==> config.mk <==
export PLATFORM = sky130hd
export DESIGN_NAME = dma_channels
export DESIGN_NICKNAME = d
export VERILOG_FILES = /design/src/dma_pkg.sv /design/src/arb_if.sv /design/src/channel_arbiter.sv /design/src/dma_channels.sv
export SDC_FILE = /design/constraint.sdc
export NUM_CORES = 2
export LEC_CHECK = 0
export ABC_CLOCK_PERIOD_IN_PS = 44800
export BUFFER_PORTS_ARGS = -buffer_cell sky130_fd_sc_hd__buf_4
export CORE_ASPECT_RATIO = 1.2
export CORE_MARGIN = 2
export CORE_UTILIZATION = 42
export CTS_CLUSTER_DIAMETER = 40
export CTS_CLUSTER_SIZE = 10
export DETAILED_ROUTE_END_ITERATION = 7
export MAX_ROUTING_LAYER = met4
export RECOVER_POWER = 25
export SETUP_SLACK_MARGIN = 0.05
export SYNTH_ARGS = -nofsm -noshare
export SYNTH_HDL_FRONTEND = slang
export SYNTH_SLANG_ARGS = --single-unit
==> constraint.sdc <==
create_clock -name clk_sys -period 44.8 [get_ports clk_sys]
set_clock_uncertainty 0.1 [all_clocks]
set_input_delay 0 -clock clk_sys [delete_from_list [all_inputs] [get_ports clk_sys]]
set_output_delay 0 -clock clk_sys [all_outputs]
set_load 0.02 [all_outputs]
==> src/dma_pkg.sv <==
// Shared constants and types of the DMA channel controller.
package dma_pkg;
   localparam int unsigned NUM_CH   = 4;
   localparam int unsigned NUM_TRIG = 16;

   // Register byte offsets.
   localparam logic [7:0] OFF_CON     = 8'h00;
   localparam logic [7:0] OFF_UPPER   = 8'h04;
   localparam logic [7:0] OFF_LOWER   = 8'h08;
   localparam logic [7:0] OFF_STATUS  = 8'h0C;
   localparam logic [7:0] OFF_MASK    = 8'h10;
   localparam logic [7:0] OFF_GATE    = 8'h14;
   localparam logic [1:0] CH_BLOCK    = 2'h1;
   localparam logic [1:0] CH_CTRL     = 2'h0;
   localparam logic [1:0] CH_SRC      = 2'h1;
   localparam logic [1:0] CH_DST      = 2'h2;
   localparam logic [1:0] CH_CNT      = 2'h3;

   // Field positions.
   localparam int unsigned CON_ON_BIT     = 15;
   localparam int unsigned CON_SCHEME_BIT = 0;
   localparam int unsigned CTRL_ON_BIT    = 0;
   localparam int unsigned CTRL_BYTE_BIT  = 1;
   localparam int unsigned CTRL_KIND_LSB  = 2;
   localparam int unsigned CTRL_SRCK_LSB  = 4;
   localparam int unsigned CTRL_DSTK_LSB  = 6;
   localparam int unsigned CTRL_TSEL_LSB  = 8;
   localparam int unsigned ST_DONE_LSB    = 0;
   localparam int unsigned ST_OVRUN_LSB   = 4;
   localparam int unsigned ST_BOUND_LSB   = 8;

   // Values after reset.
   localparam logic [15:0] CNT_RESET  = 16'h0001;
   localparam logic [15:0] ADDR_RESET = 16'h0000;
   localparam logic [15:0] CNT_ZERO   = 16'h0000;

   // Transfer kinds.
   localparam logic [1:0] KIND_ONE_SHOT   = 2'h0;
   localparam logic [1:0] KIND_REP_ONE    = 2'h1;
   localparam logic [1:0] KIND_CONTINUOUS = 2'h2;
   localparam logic [1:0] KIND_REP_CONT   = 2'h3;

   // Address kinds; peripheral_indirect uses the pointer as a fixed base.
   localparam logic [1:0] ADDR_FIXED  = 2'h0;
   localparam logic [1:0] ADDR_INC    = 2'h1;
   localparam logic [1:0] ADDR_DEC    = 2'h2;
   localparam logic [1:0] ADDR_PERIPH = 2'h3;

   localparam logic [15:0] STEP_BYTE = 16'h0001;
   localparam logic [15:0] STEP_WORD = 16'h0002;

   typedef enum logic [1:0] {ENG_IDLE, ENG_READ, ENG_WRITE} eng_state_t;
endpackage : dma_pkg

==> src/arb_if.sv <==
// Arbitration signals between the channel engine and the arbiter.
`timescale 1ns/1ps
interface arb_if;
   logic [3:0] request;
   logic       scheme;
   logic       advance;
   logic [1:0] winner;
   logic       found;
   modport arbiter (input request, input scheme, input advance, output winner, output found);
   modport engine  (output request, output scheme, output advance, input winner, input found);
endinterface : arb_if

==> src/channel_arbiter.sv <==
// Fixed or round-robin choice among the requesting channels.
`timescale 1ns/1ps
module channel_arbiter (
   input  wire logic  clk_sys,
   input  wire logic  reset,
   arb_if.arbiter     arb
);
   typedef struct packed {
      logic [1:0] start;
   } arb_state_t;

   arb_state_t s_q;
   arb_state_t s_d;
   logic [2:0] pick_r;

   // Returns found flag and index of the first request at or after start.
   function automatic logic [2:0] pick(input logic [3:0] req, input logic [1:0] start);
      logic [2:0] r;
      logic [1:0] idx;
      r = 3'h0;
      for (int i = 3; i >= 0; i--)
      begin
         idx = 2'(start + 2'(i));
         if (req[idx])
            r = {1'b1, idx};
      end
      return r;
   endfunction : pick

   always_comb
   begin
      s_d = s_q;
      // Fixed scheme always starts at channel 0, so the lowest wins.
      pick_r = pick(arb.request, arb.scheme ? s_q.start : 2'h0);
      if (arb.advance)
         s_d.start = 2'(pick_r[1:0] + 2'h1);
      arb.found  = pick_r[2];
      arb.winner = pick_r[1:0];
   end

   always_ff @(posedge clk_sys or posedge reset)
   begin
      if (reset)
         s_q <= '0;
      else
         s_q <= s_d;
   end
endmodule : channel_arbiter

==> src/dma_channels.sv <==
// Four-channel DMA engine with APB registers, triggers and low-power abort.
`timescale 1ns/1ps
module dma_channels (
   input  wire logic        clk_sys,
   input  wire logic        reset,
   input  wire logic        psel,
   input  wire logic        penable,
   input  wire logic        pwrite,
   input  wire logic [7:0]  paddr,
   input  wire logic [31:0] pwdata,
   output logic      [31:0] prdata,
   output logic             pready,
   output logic             pslverr,
   input  wire logic [15:0] trig_in,
   input  wire logic        idle_mode,
   input  wire logic        sleep_mode,
   output logic             mem_req,
   output logic             mem_we,
   output logic             mem_byte,
   output logic      [15:0] mem_addr,
   output logic      [15:0] mem_wdata,
   input  wire logic [15:0] mem_rdata,
   input  wire logic        mem_ack,
   output logic      [3:0]  chan_event,
   output logic             irq
);
   typedef struct packed {
      logic [15:0]       trig_s1;
      logic [15:0]       trig_s2;
      logic [15:0]       trig_s3;
      logic              idle_s1;
      logic              idle_s2;
      logic              sleep_s1;
      logic              sleep_s2;
      logic              ctl_on;
      logic              scheme;
      logic [15:0]       upper;
      logic [15:0]       lower;
      logic [11:0]       status;
      logic [11:0]       mask;
      logic              gate;
      logic [3:0]        chan_on;
      logic [3:0]        byte_size;
      logic [3:0]        pending;
      logic [3:0]        evt;
      logic [3:0][1:0]   kind;
      logic [3:0][1:0]   src_kind;
      logic [3:0][1:0]   dst_kind;
      logic [3:0][4:0]   trig_sel;
      logic [3:0][15:0]  src;
      logic [3:0][15:0]  dst;
      logic [3:0][15:0]  cnt;
      logic [3:0][15:0]  src_init;
      logic [3:0][15:0]  dst_init;
      logic [3:0][15:0]  cnt_init;
      dma_pkg::eng_state_t state;
      logic [1:0]        cur;
      logic [15:0]       addr;
      logic [15:0]       wdata;
      logic              we;
      logic [31:0]       prdata;
      logic              pslverr;
   } dma_state_t;

   dma_state_t  s_q;
   dma_state_t  s_d;
   logic        lp;
   logic [3:0]  allow;
   logic [3:0]  fire;
   logic [11:0] set_v;
   logic [15:0] t_edge;
   logic [15:0] cnt_next;
   logic [1:0]  c;
   logic [32:0] rd;

   arb_if arb ();

   channel_arbiter u_arb (
      .clk_sys (clk_sys),
      .reset   (reset),
      .arb     (arb)
   );

   // Next pointer value after one element for the given address kind.
   function automatic logic [15:0] step(input logic [15:0] a, input logic [1:0] k,
                                        input logic b);
      logic [15:0] d;
      d = b ? dma_pkg::STEP_BYTE : dma_pkg::STEP_WORD;
      case (k)
         dma_pkg::ADDR_INC: return 16'(a + d);
         dma_pkg::ADDR_DEC: return 16'(a - d);
         default:           return a;
      endcase
   endfunction : step

   // Address window check; a zero upper bound leaves the window open.
   function automatic logic outside(input logic [15:0] a, input dma_state_t s);
      return (s.upper != dma_pkg::ADDR_RESET) && ((a > s.upper) || (a < s.lower));
   endfunction : outside

   // Read decode: bit 32 flags an unmapped address.
   function automatic logic [32:0] read_word(input dma_state_t s, input logic [7:0] a);
      logic [1:0]  ch;
      logic [31:0] v;
      logic        miss;
      ch   = a[5:4];
      v    = 32'h0000_0000;
      miss = 1'b0;
      if (a[1:0] != 2'h0)
         miss = 1'b1;
      else if (a[7:6] == dma_pkg::CH_BLOCK)
      begin
         // A gated channel group reads as zero.
         if (!s.gate)
         begin
            case (a[3:2])
               dma_pkg::CH_CTRL: v = 32'({s.trig_sel[ch], s.dst_kind[ch], s.src_kind[ch],
                                          s.kind[ch], s.byte_size[ch], s.chan_on[ch]});
               dma_pkg::CH_SRC:  v = 32'(s.src[ch]);
               dma_pkg::CH_DST:  v = 32'(s.dst[ch]);
               default:          v = 32'(s.cnt[ch]);
            endcase
         end
      end
      else
      begin
         case (a)
            dma_pkg::OFF_CON:    v = 32'({s.ctl_on, 14'h0000, s.scheme});
            dma_pkg::OFF_UPPER:  v = 32'(s.upper);
            dma_pkg::OFF_LOWER:  v = 32'(s.lower);
            dma_pkg::OFF_STATUS: v = 32'(s.status);
            dma_pkg::OFF_MASK:   v = 32'(s.mask);
            dma_pkg::OFF_GATE:   v = 32'(s.gate);
            default:             miss = 1'b1;
         endcase
      end
      return {miss, v};
   endfunction : read_word

   always_comb
   begin
      s_d      = s_q;
      set_v    = 12'h000;
      fire     = 4'h0;
      cnt_next = 16'(s_q.cnt[s_q.cur] - 16'h0001);
      c        = paddr[5:4];
      rd       = read_word(s_q, paddr);
      s_d.evt  = 4'h0;
      s_d.trig_s1  = trig_in;
      s_d.trig_s2  = s_q.trig_s1;
      s_d.trig_s3  = s_q.trig_s2;
      s_d.idle_s1  = idle_mode;
      s_d.idle_s2  = s_q.idle_s1;
      s_d.sleep_s1 = sleep_mode;
      s_d.sleep_s2 = s_q.sleep_s1;
      t_edge = s_q.trig_s2 & ~s_q.trig_s3;
      lp     = s_q.idle_s2 | s_q.sleep_s2;
      for (int i = 0; i < 4; i++)
         allow[i] = s_q.ctl_on & s_q.chan_on[i] & ~s_q.gate & ~lp;

      // APB: read data and error are prepared in the setup cycle.
      if (psel && !penable)
      begin
         s_d.prdata  = rd[31:0];
         s_d.pslverr = rd[32];
      end
      if (psel && penable && pwrite && !s_q.pslverr)
      begin
         if (paddr[7:6] == dma_pkg::CH_BLOCK)
         begin
            if (!s_q.gate)
            begin
               case (paddr[3:2])
                  dma_pkg::CH_CTRL:
                  begin
                     s_d.chan_on[c]   = pwdata[dma_pkg::CTRL_ON_BIT];
                     s_d.byte_size[c] = pwdata[dma_pkg::CTRL_BYTE_BIT];
                     s_d.kind[c]      = pwdata[dma_pkg::CTRL_KIND_LSB +: 2];
                     s_d.src_kind[c]  = pwdata[dma_pkg::CTRL_SRCK_LSB +: 2];
                     s_d.dst_kind[c]  = pwdata[dma_pkg::CTRL_DSTK_LSB +: 2];
                     s_d.trig_sel[c]  = pwdata[dma_pkg::CTRL_TSEL_LSB +: 5];
                  end
                  dma_pkg::CH_SRC:
                  begin
                     s_d.src[c]      = pwdata[15:0];
                     s_d.src_init[c] = pwdata[15:0];
                  end
                  dma_pkg::CH_DST:
                  begin
                     s_d.dst[c]      = pwdata[15:0];
                     s_d.dst_init[c] = pwdata[15:0];
                  end
                  default:
                  begin
                     s_d.cnt[c]      = pwdata[15:0];
                     s_d.cnt_init[c] = pwdata[15:0];
                  end
               endcase
            end
         end
         else
         begin
            case (paddr)
               dma_pkg::OFF_CON:
               begin
                  s_d.ctl_on = pwdata[dma_pkg::CON_ON_BIT];
                  s_d.scheme = pwdata[dma_pkg::CON_SCHEME_BIT];
               end
               dma_pkg::OFF_UPPER:  s_d.upper  = pwdata[15:0];
               dma_pkg::OFF_LOWER:  s_d.lower  = pwdata[15:0];
               dma_pkg::OFF_STATUS: s_d.status = s_q.status & ~pwdata[11:0];
               dma_pkg::OFF_MASK:   s_d.mask   = pwdata[11:0];
               default:             s_d.gate   = pwdata[0];
            endcase
         end
      end

      // Transfer engine.
      arb.request = s_q.pending & allow;
      arb.scheme  = s_q.scheme;
      arb.advance = 1'b0;
      case (s_q.state)
         dma_pkg::ENG_IDLE:
         begin
            if (arb.found)
            begin
               s_d.cur   = arb.winner;
               s_d.addr  = s_q.src[arb.winner];
               s_d.we    = 1'b0;
               s_d.state = dma_pkg::ENG_READ;
            end
         end
         dma_pkg::ENG_READ, dma_pkg::ENG_WRITE:
         begin
            if (!allow[s_q.cur])
               s_d.state = dma_pkg::ENG_IDLE;
            else if (outside(s_q.addr, s_q))
            begin
               set_v[dma_pkg::ST_BOUND_LSB + 32'(s_q.cur)] = 1'b1;
               s_d.chan_on[s_q.cur] = 1'b0;
               s_d.pending[s_q.cur] = 1'b0;
               s_d.state = dma_pkg::ENG_IDLE;
            end
            else if (mem_ack && s_q.state == dma_pkg::ENG_READ)
            begin
               s_d.wdata = s_q.byte_size[s_q.cur] ? {8'h00, mem_rdata[7:0]} : mem_rdata;
               s_d.addr  = s_q.dst[s_q.cur];
               s_d.we    = 1'b1;
               s_d.state = dma_pkg::ENG_WRITE;
            end
            else if (mem_ack)
            begin
               // One element moved; pointers advance afterwards.
               s_d.src[s_q.cur] = step(s_q.src[s_q.cur], s_q.src_kind[s_q.cur],
                                       s_q.byte_size[s_q.cur]);
               s_d.dst[s_q.cur] = step(s_q.dst[s_q.cur], s_q.dst_kind[s_q.cur],
                                       s_q.byte_size[s_q.cur]);
               s_d.cnt[s_q.cur] = cnt_next;
               s_d.we    = 1'b0;
               s_d.state = dma_pkg::ENG_IDLE;
               arb.advance = 1'b1;
               if (s_q.kind[s_q.cur] == dma_pkg::KIND_ONE_SHOT ||
                   s_q.kind[s_q.cur] == dma_pkg::KIND_REP_ONE)
                  s_d.pending[s_q.cur] = 1'b0;
               if (cnt_next == dma_pkg::CNT_ZERO)
               begin
                  s_d.evt[s_q.cur]     = 1'b1;
                  s_d.pending[s_q.cur] = 1'b0;
                  if (s_q.kind[s_q.cur][0])
                  begin
                     s_d.src[s_q.cur] = s_q.src_init[s_q.cur];
                     s_d.dst[s_q.cur] = s_q.dst_init[s_q.cur];
                     s_d.cnt[s_q.cur] = s_q.cnt_init[s_q.cur];
                  end
                  else
                  begin
                     s_d.chan_on[s_q.cur] = 1'b0;
                     set_v[dma_pkg::ST_DONE_LSB + 32'(s_q.cur)] = 1'b1;
                  end
               end
            end
         end
         default: s_d.state = dma_pkg::ENG_IDLE;
      endcase

      // Triggers: pins or any channel's completion, the channel's own included, chosen per channel.
      for (int i = 0; i < 4; i++)
      begin
         if (s_q.trig_sel[i][4])
            fire[i] = s_q.evt[s_q.trig_sel[i][1:0]];
         else
            fire[i] = t_edge[s_q.trig_sel[i][3:0]];
         if (!allow[i])
            s_d.pending[i] = 1'b0;
         else if (fire[i] && s_q.pending[i])
            set_v[dma_pkg::ST_OVRUN_LSB + i] = 1'b1;
         else if (fire[i])
            s_d.pending[i] = 1'b1;
      end
      // Hardware set wins over a same-cycle software clear.
      s_d.status = s_d.status | set_v;
   end

   always_ff @(posedge clk_sys or posedge reset)
   begin
      if (reset)
      begin
         s_q          <= '0;
         s_q.cnt      <= {4{dma_pkg::CNT_RESET}};
         s_q.cnt_init <= {4{dma_pkg::CNT_RESET}};
      end
      else
         s_q <= s_d;
   end

   assign prdata     = s_q.prdata;
   assign pslverr    = s_q.pslverr;
   assign pready     = 1'b1;
   assign mem_req    = (s_q.state != dma_pkg::ENG_IDLE) && allow[s_q.cur] &&
                       !outside(s_q.addr, s_q);
   assign mem_we     = s_q.we;
   assign mem_byte   = s_q.byte_size[s_q.cur];
   assign mem_addr   = s_q.addr;
   assign mem_wdata  = s_q.wdata;
   assign chan_event = s_q.evt;
   assign irq        = |(s_q.status & s_q.mask);
endmodule : dma_channels

==> flow_summary.yaml <==
synth:
  syn_area_um2: 34800
  synth_edf_count: 0
  synth_ff_type: "dfrtp_1"
  synthDistinctLibCells: 79
  synth_top_area_cell: "dfrtp_1"
  synthCells: 3507
  ys_warn_count: 0
  yosysMostFrequentCell: "nand2_1"
  synth_commonest_cells: "nand2_1, dfrtp_1, a21oi_1"
  synth.avg_cell_area_um2: 9.93
  synthArstFlopShare: 1.00
  synth_area_leaders: "dfrtp_1, mux4_2, nand2_1, mux2_2, a21oi_1"
  netlist.area_leader.share: 0.433
  synth_seq_cells: 611
  synth-seq-area-share: 0.439
global_route:
  grtUsageTotal: 0.302
  overflow: 0
  grt_max_degree: 163
  first_global_vias: 28600
  grt_pass1_wl_um: 186000
  antenna_found_initial: 4
clock_network:
  path_clk_slew_ns: 0.06
  cts_setup_buffers: 0
  cts_tree: "yes"
  cts-root-buf: "clkbuf_16"
  cts_buffers: 89
  cts_buffer_depth: 3
  cts.sinks: 611
  htree_levels: 3
  clock_latency_ns: 0.66
place:
  port_buffers: 120
  gp_congestion: 0.922
  dp.final_hpwl_um: 77800
sta:
  fmax_mhz: 81.3
  rsz0062_at_grt: "no"
  slew_violations: 409
  setup-tns-final_ns: 0
  finalSetupViolations: 0
  fin_crit_ns: 12.30
  slew_headroom: -4.85
  min_period_over_period: 0.274
  tightestPinTransition_ns: 8.78
  hold_viol_final: 0
worst_hold_path:
  holdPathStages: 3
  hp-start: "paddr[2]"
  holdPathEnd: "s_q[572]$_DFFE_PP0P_"
  worstHoldPathType: "input port to flop"
floorplan:
  io_pins: 154
  dieArea_um2: 85200
  dieHeight_um: 319
  start_util: 0.424
  floorplan.rows: 115
  dieWidth_um: 267
  coreArea_um2: 82000
outcome:
  failed_checks: "max-capacitance violations, max-slew violations"
  status: "complete, but fails checks"
power_and_ir_drop:
  p_sw_frac: 0.234
  internal_power_mw: 1.01
  power_frac_seq: 0.425
  power_density_nw_per_um2: 32.9
  power.leakage_nw: 17.9
  power_mw: 1.32
  pwr-share-comb: 0.043
  p_sw_mw: 0.308
  clockPowerShare: 0.532
  vdd_drop_max_mv: 0.0305
worst_setup_path:
  r2r_end: "s_q[335]$_DFF_PP0_"
  end_kind: "asynchronous set/reset pin"
  rrSetupSlack_ns: 38.47
  cp_data_required_time_ns: 43.24
  path_class: "input port to asynchronous set/reset pin"
  r2r-start: "s_q[66]$_DFFE_PP0P_"
  cp_max_fo: 162
  arrival_ns: 10.74
  reg2reg_depth: 15
  start_kind: "input port"
route:
  wl_um: 124000
  drc_errors: 0
  wire_per_inst_um: 26.3
  drt_pass1_iterations: 5
  via_per_inst: 6.11
  drt-initial-drc-count: 2874
  drtAntennaViolNets: 0
  vias: 28800
layout:
  fin_util: 0.488
  area_growth_pct: 15.0
  fillCellCount: 7578
  nets: 3738
  drive_above_1_share: 0.181
flow_run:
  cap_violations: 4
-- area by class of cell --
| type | instances | area, µm² | area share |
|---|---|---|---|
| multi-input combinational | 2537 | 17900 | 0.448 |
| clock inverter | 33 | 400 | 0.0100 |
| inverter | 63 | 238 | 0.00594 |
| clock buffer | 113 | 2510 | 0.0628 |
| sequential | 611 | 15300 | 0.382 |
| antenna | 3 | 7.51 | 0.000188 |
| timing repair buffer | 296 | 2290 | 0.0573 |
| tap | 1053 | 1320 | 0.0329 |
-- layer usage --
layer	global-route usage	part of all wire	vias to the layer above
met2	0.467	0.47	1503
met3	0.0514	0.089	291
li1	-	-	12600
met1	0.381	0.39	14300
met5	-	0	-
met4	0.152	0.052	0
-- stage by stage --
step / setup WS (ns) / cell area (µm²) / hold WS (ns) / std cells
4_1_cts: 38.56 / 40300 / 0.0185 / 4706
3_3_place_gp: 38.55 / 36200 / 0.00993 / 4441
2_1_floorplan: 27.61 / 34900 / -0.0686 / 3522
3_5_place_dp: 38.58 / 36200 / 0.0103 / 4441
5_1_grt: 30.45 / 40000 / 0.0535 / 4709
6_report: 32.50 / 40000 / 0.0541 / 4709
-- sequential cells by signal (all words and copies together) (netlist names) --
| register | flops |
|---|---|
| arb.scheme | 1 |
| mem_addr | 16 |
| u_arb.s_q | 2 |
| mem_wdata | 16 |
| mem_we | 1 |
| prdata | 16 |
| pslverr | 1 |
| s_q | 520 |
| s_d | 34 |
| chan_event | 4 |
-- worst max-delay path by stage --
stage                   startpoint                endpoint  slack [ns]
2_1_floorplan                reset  arb.scheme$_DFFE_PP0P_       27.61
5_1_grt                      reset      s_q[444]$_DFF_PP0_       30.45
3_5_place_dp   s_q[66]$_DFFE_PP0P_      s_q[335]$_DFF_PP0_       38.58
3_3_place_gp   s_q[66]$_DFFE_PP0P_      s_q[335]$_DFF_PP0_       38.55
4_1_cts        s_q[66]$_DFFE_PP0P_      s_q[335]$_DFF_PP0_       38.56
6_report                     reset      s_q[444]$_DFF_PP0_       32.50
-- power by group through the flow --
stage / clock network, mW / registers, mW / logic (mW)
after global routing: 0.734 / 0.560 / 0.0611
after floorplan: 0 / 0.569 / 0.0315
after CTS: 0.709 / 0.560 / 0.0569
after global placement: 0 / 0.569 / 0.0507
after detailed placement: 0 / 0.569 / 0.0507
final: 0.701 / 0.560 / 0.0565
-- layout by cell type, fill, tap and decap left out, drive strengths merged, types with 13 or more instances in the layout --
cell type,n
a211oi,35
a21boi,49
a21o,20
a21oi,293
a22o,13
a22oi,26
a31oi,24
and2,13
and3,102
buf,98
clkbuf,192
clkinv,14
conb,17
dfrtp,603
dlygate4sd3,119
ha,58
inv,68
mux2,160
mux2i,83
mux4,176
nand2,819
nand2b,32
nand3,39
nand4,18
nor2,143
nor2b,15
nor3,28
nor4,15
o211ai,43
o21ai,144
o22ai,27
xnor2,21
xor2,20
-- kinds of logic after synthesis --
group	synth area share
other	0.000216
xor gates and xnor gates	0.0105
adders and majority gates	0.0220
muxes	0.189
DFF	0.439
and+or+nand+nor	0.158
AOI/OAI and AO/OA	0.129
buffers and inverters	0.0505
-- repair_timing --
action,CTS,global route
gates resized for setup,0,0
hold buffers,119,0
endpoints found under the hold margin,665,0
-- critical path, stage by stage --
cell and delay [ns]:
dlygate4sd3_1 0.53, clkbuf_4 0.13, dlygate4sd3_1 0.55, clkinvlp_2 2.85, clkbuf_1 6.31
Note: power is estimated with default switching activity, not from simulation.
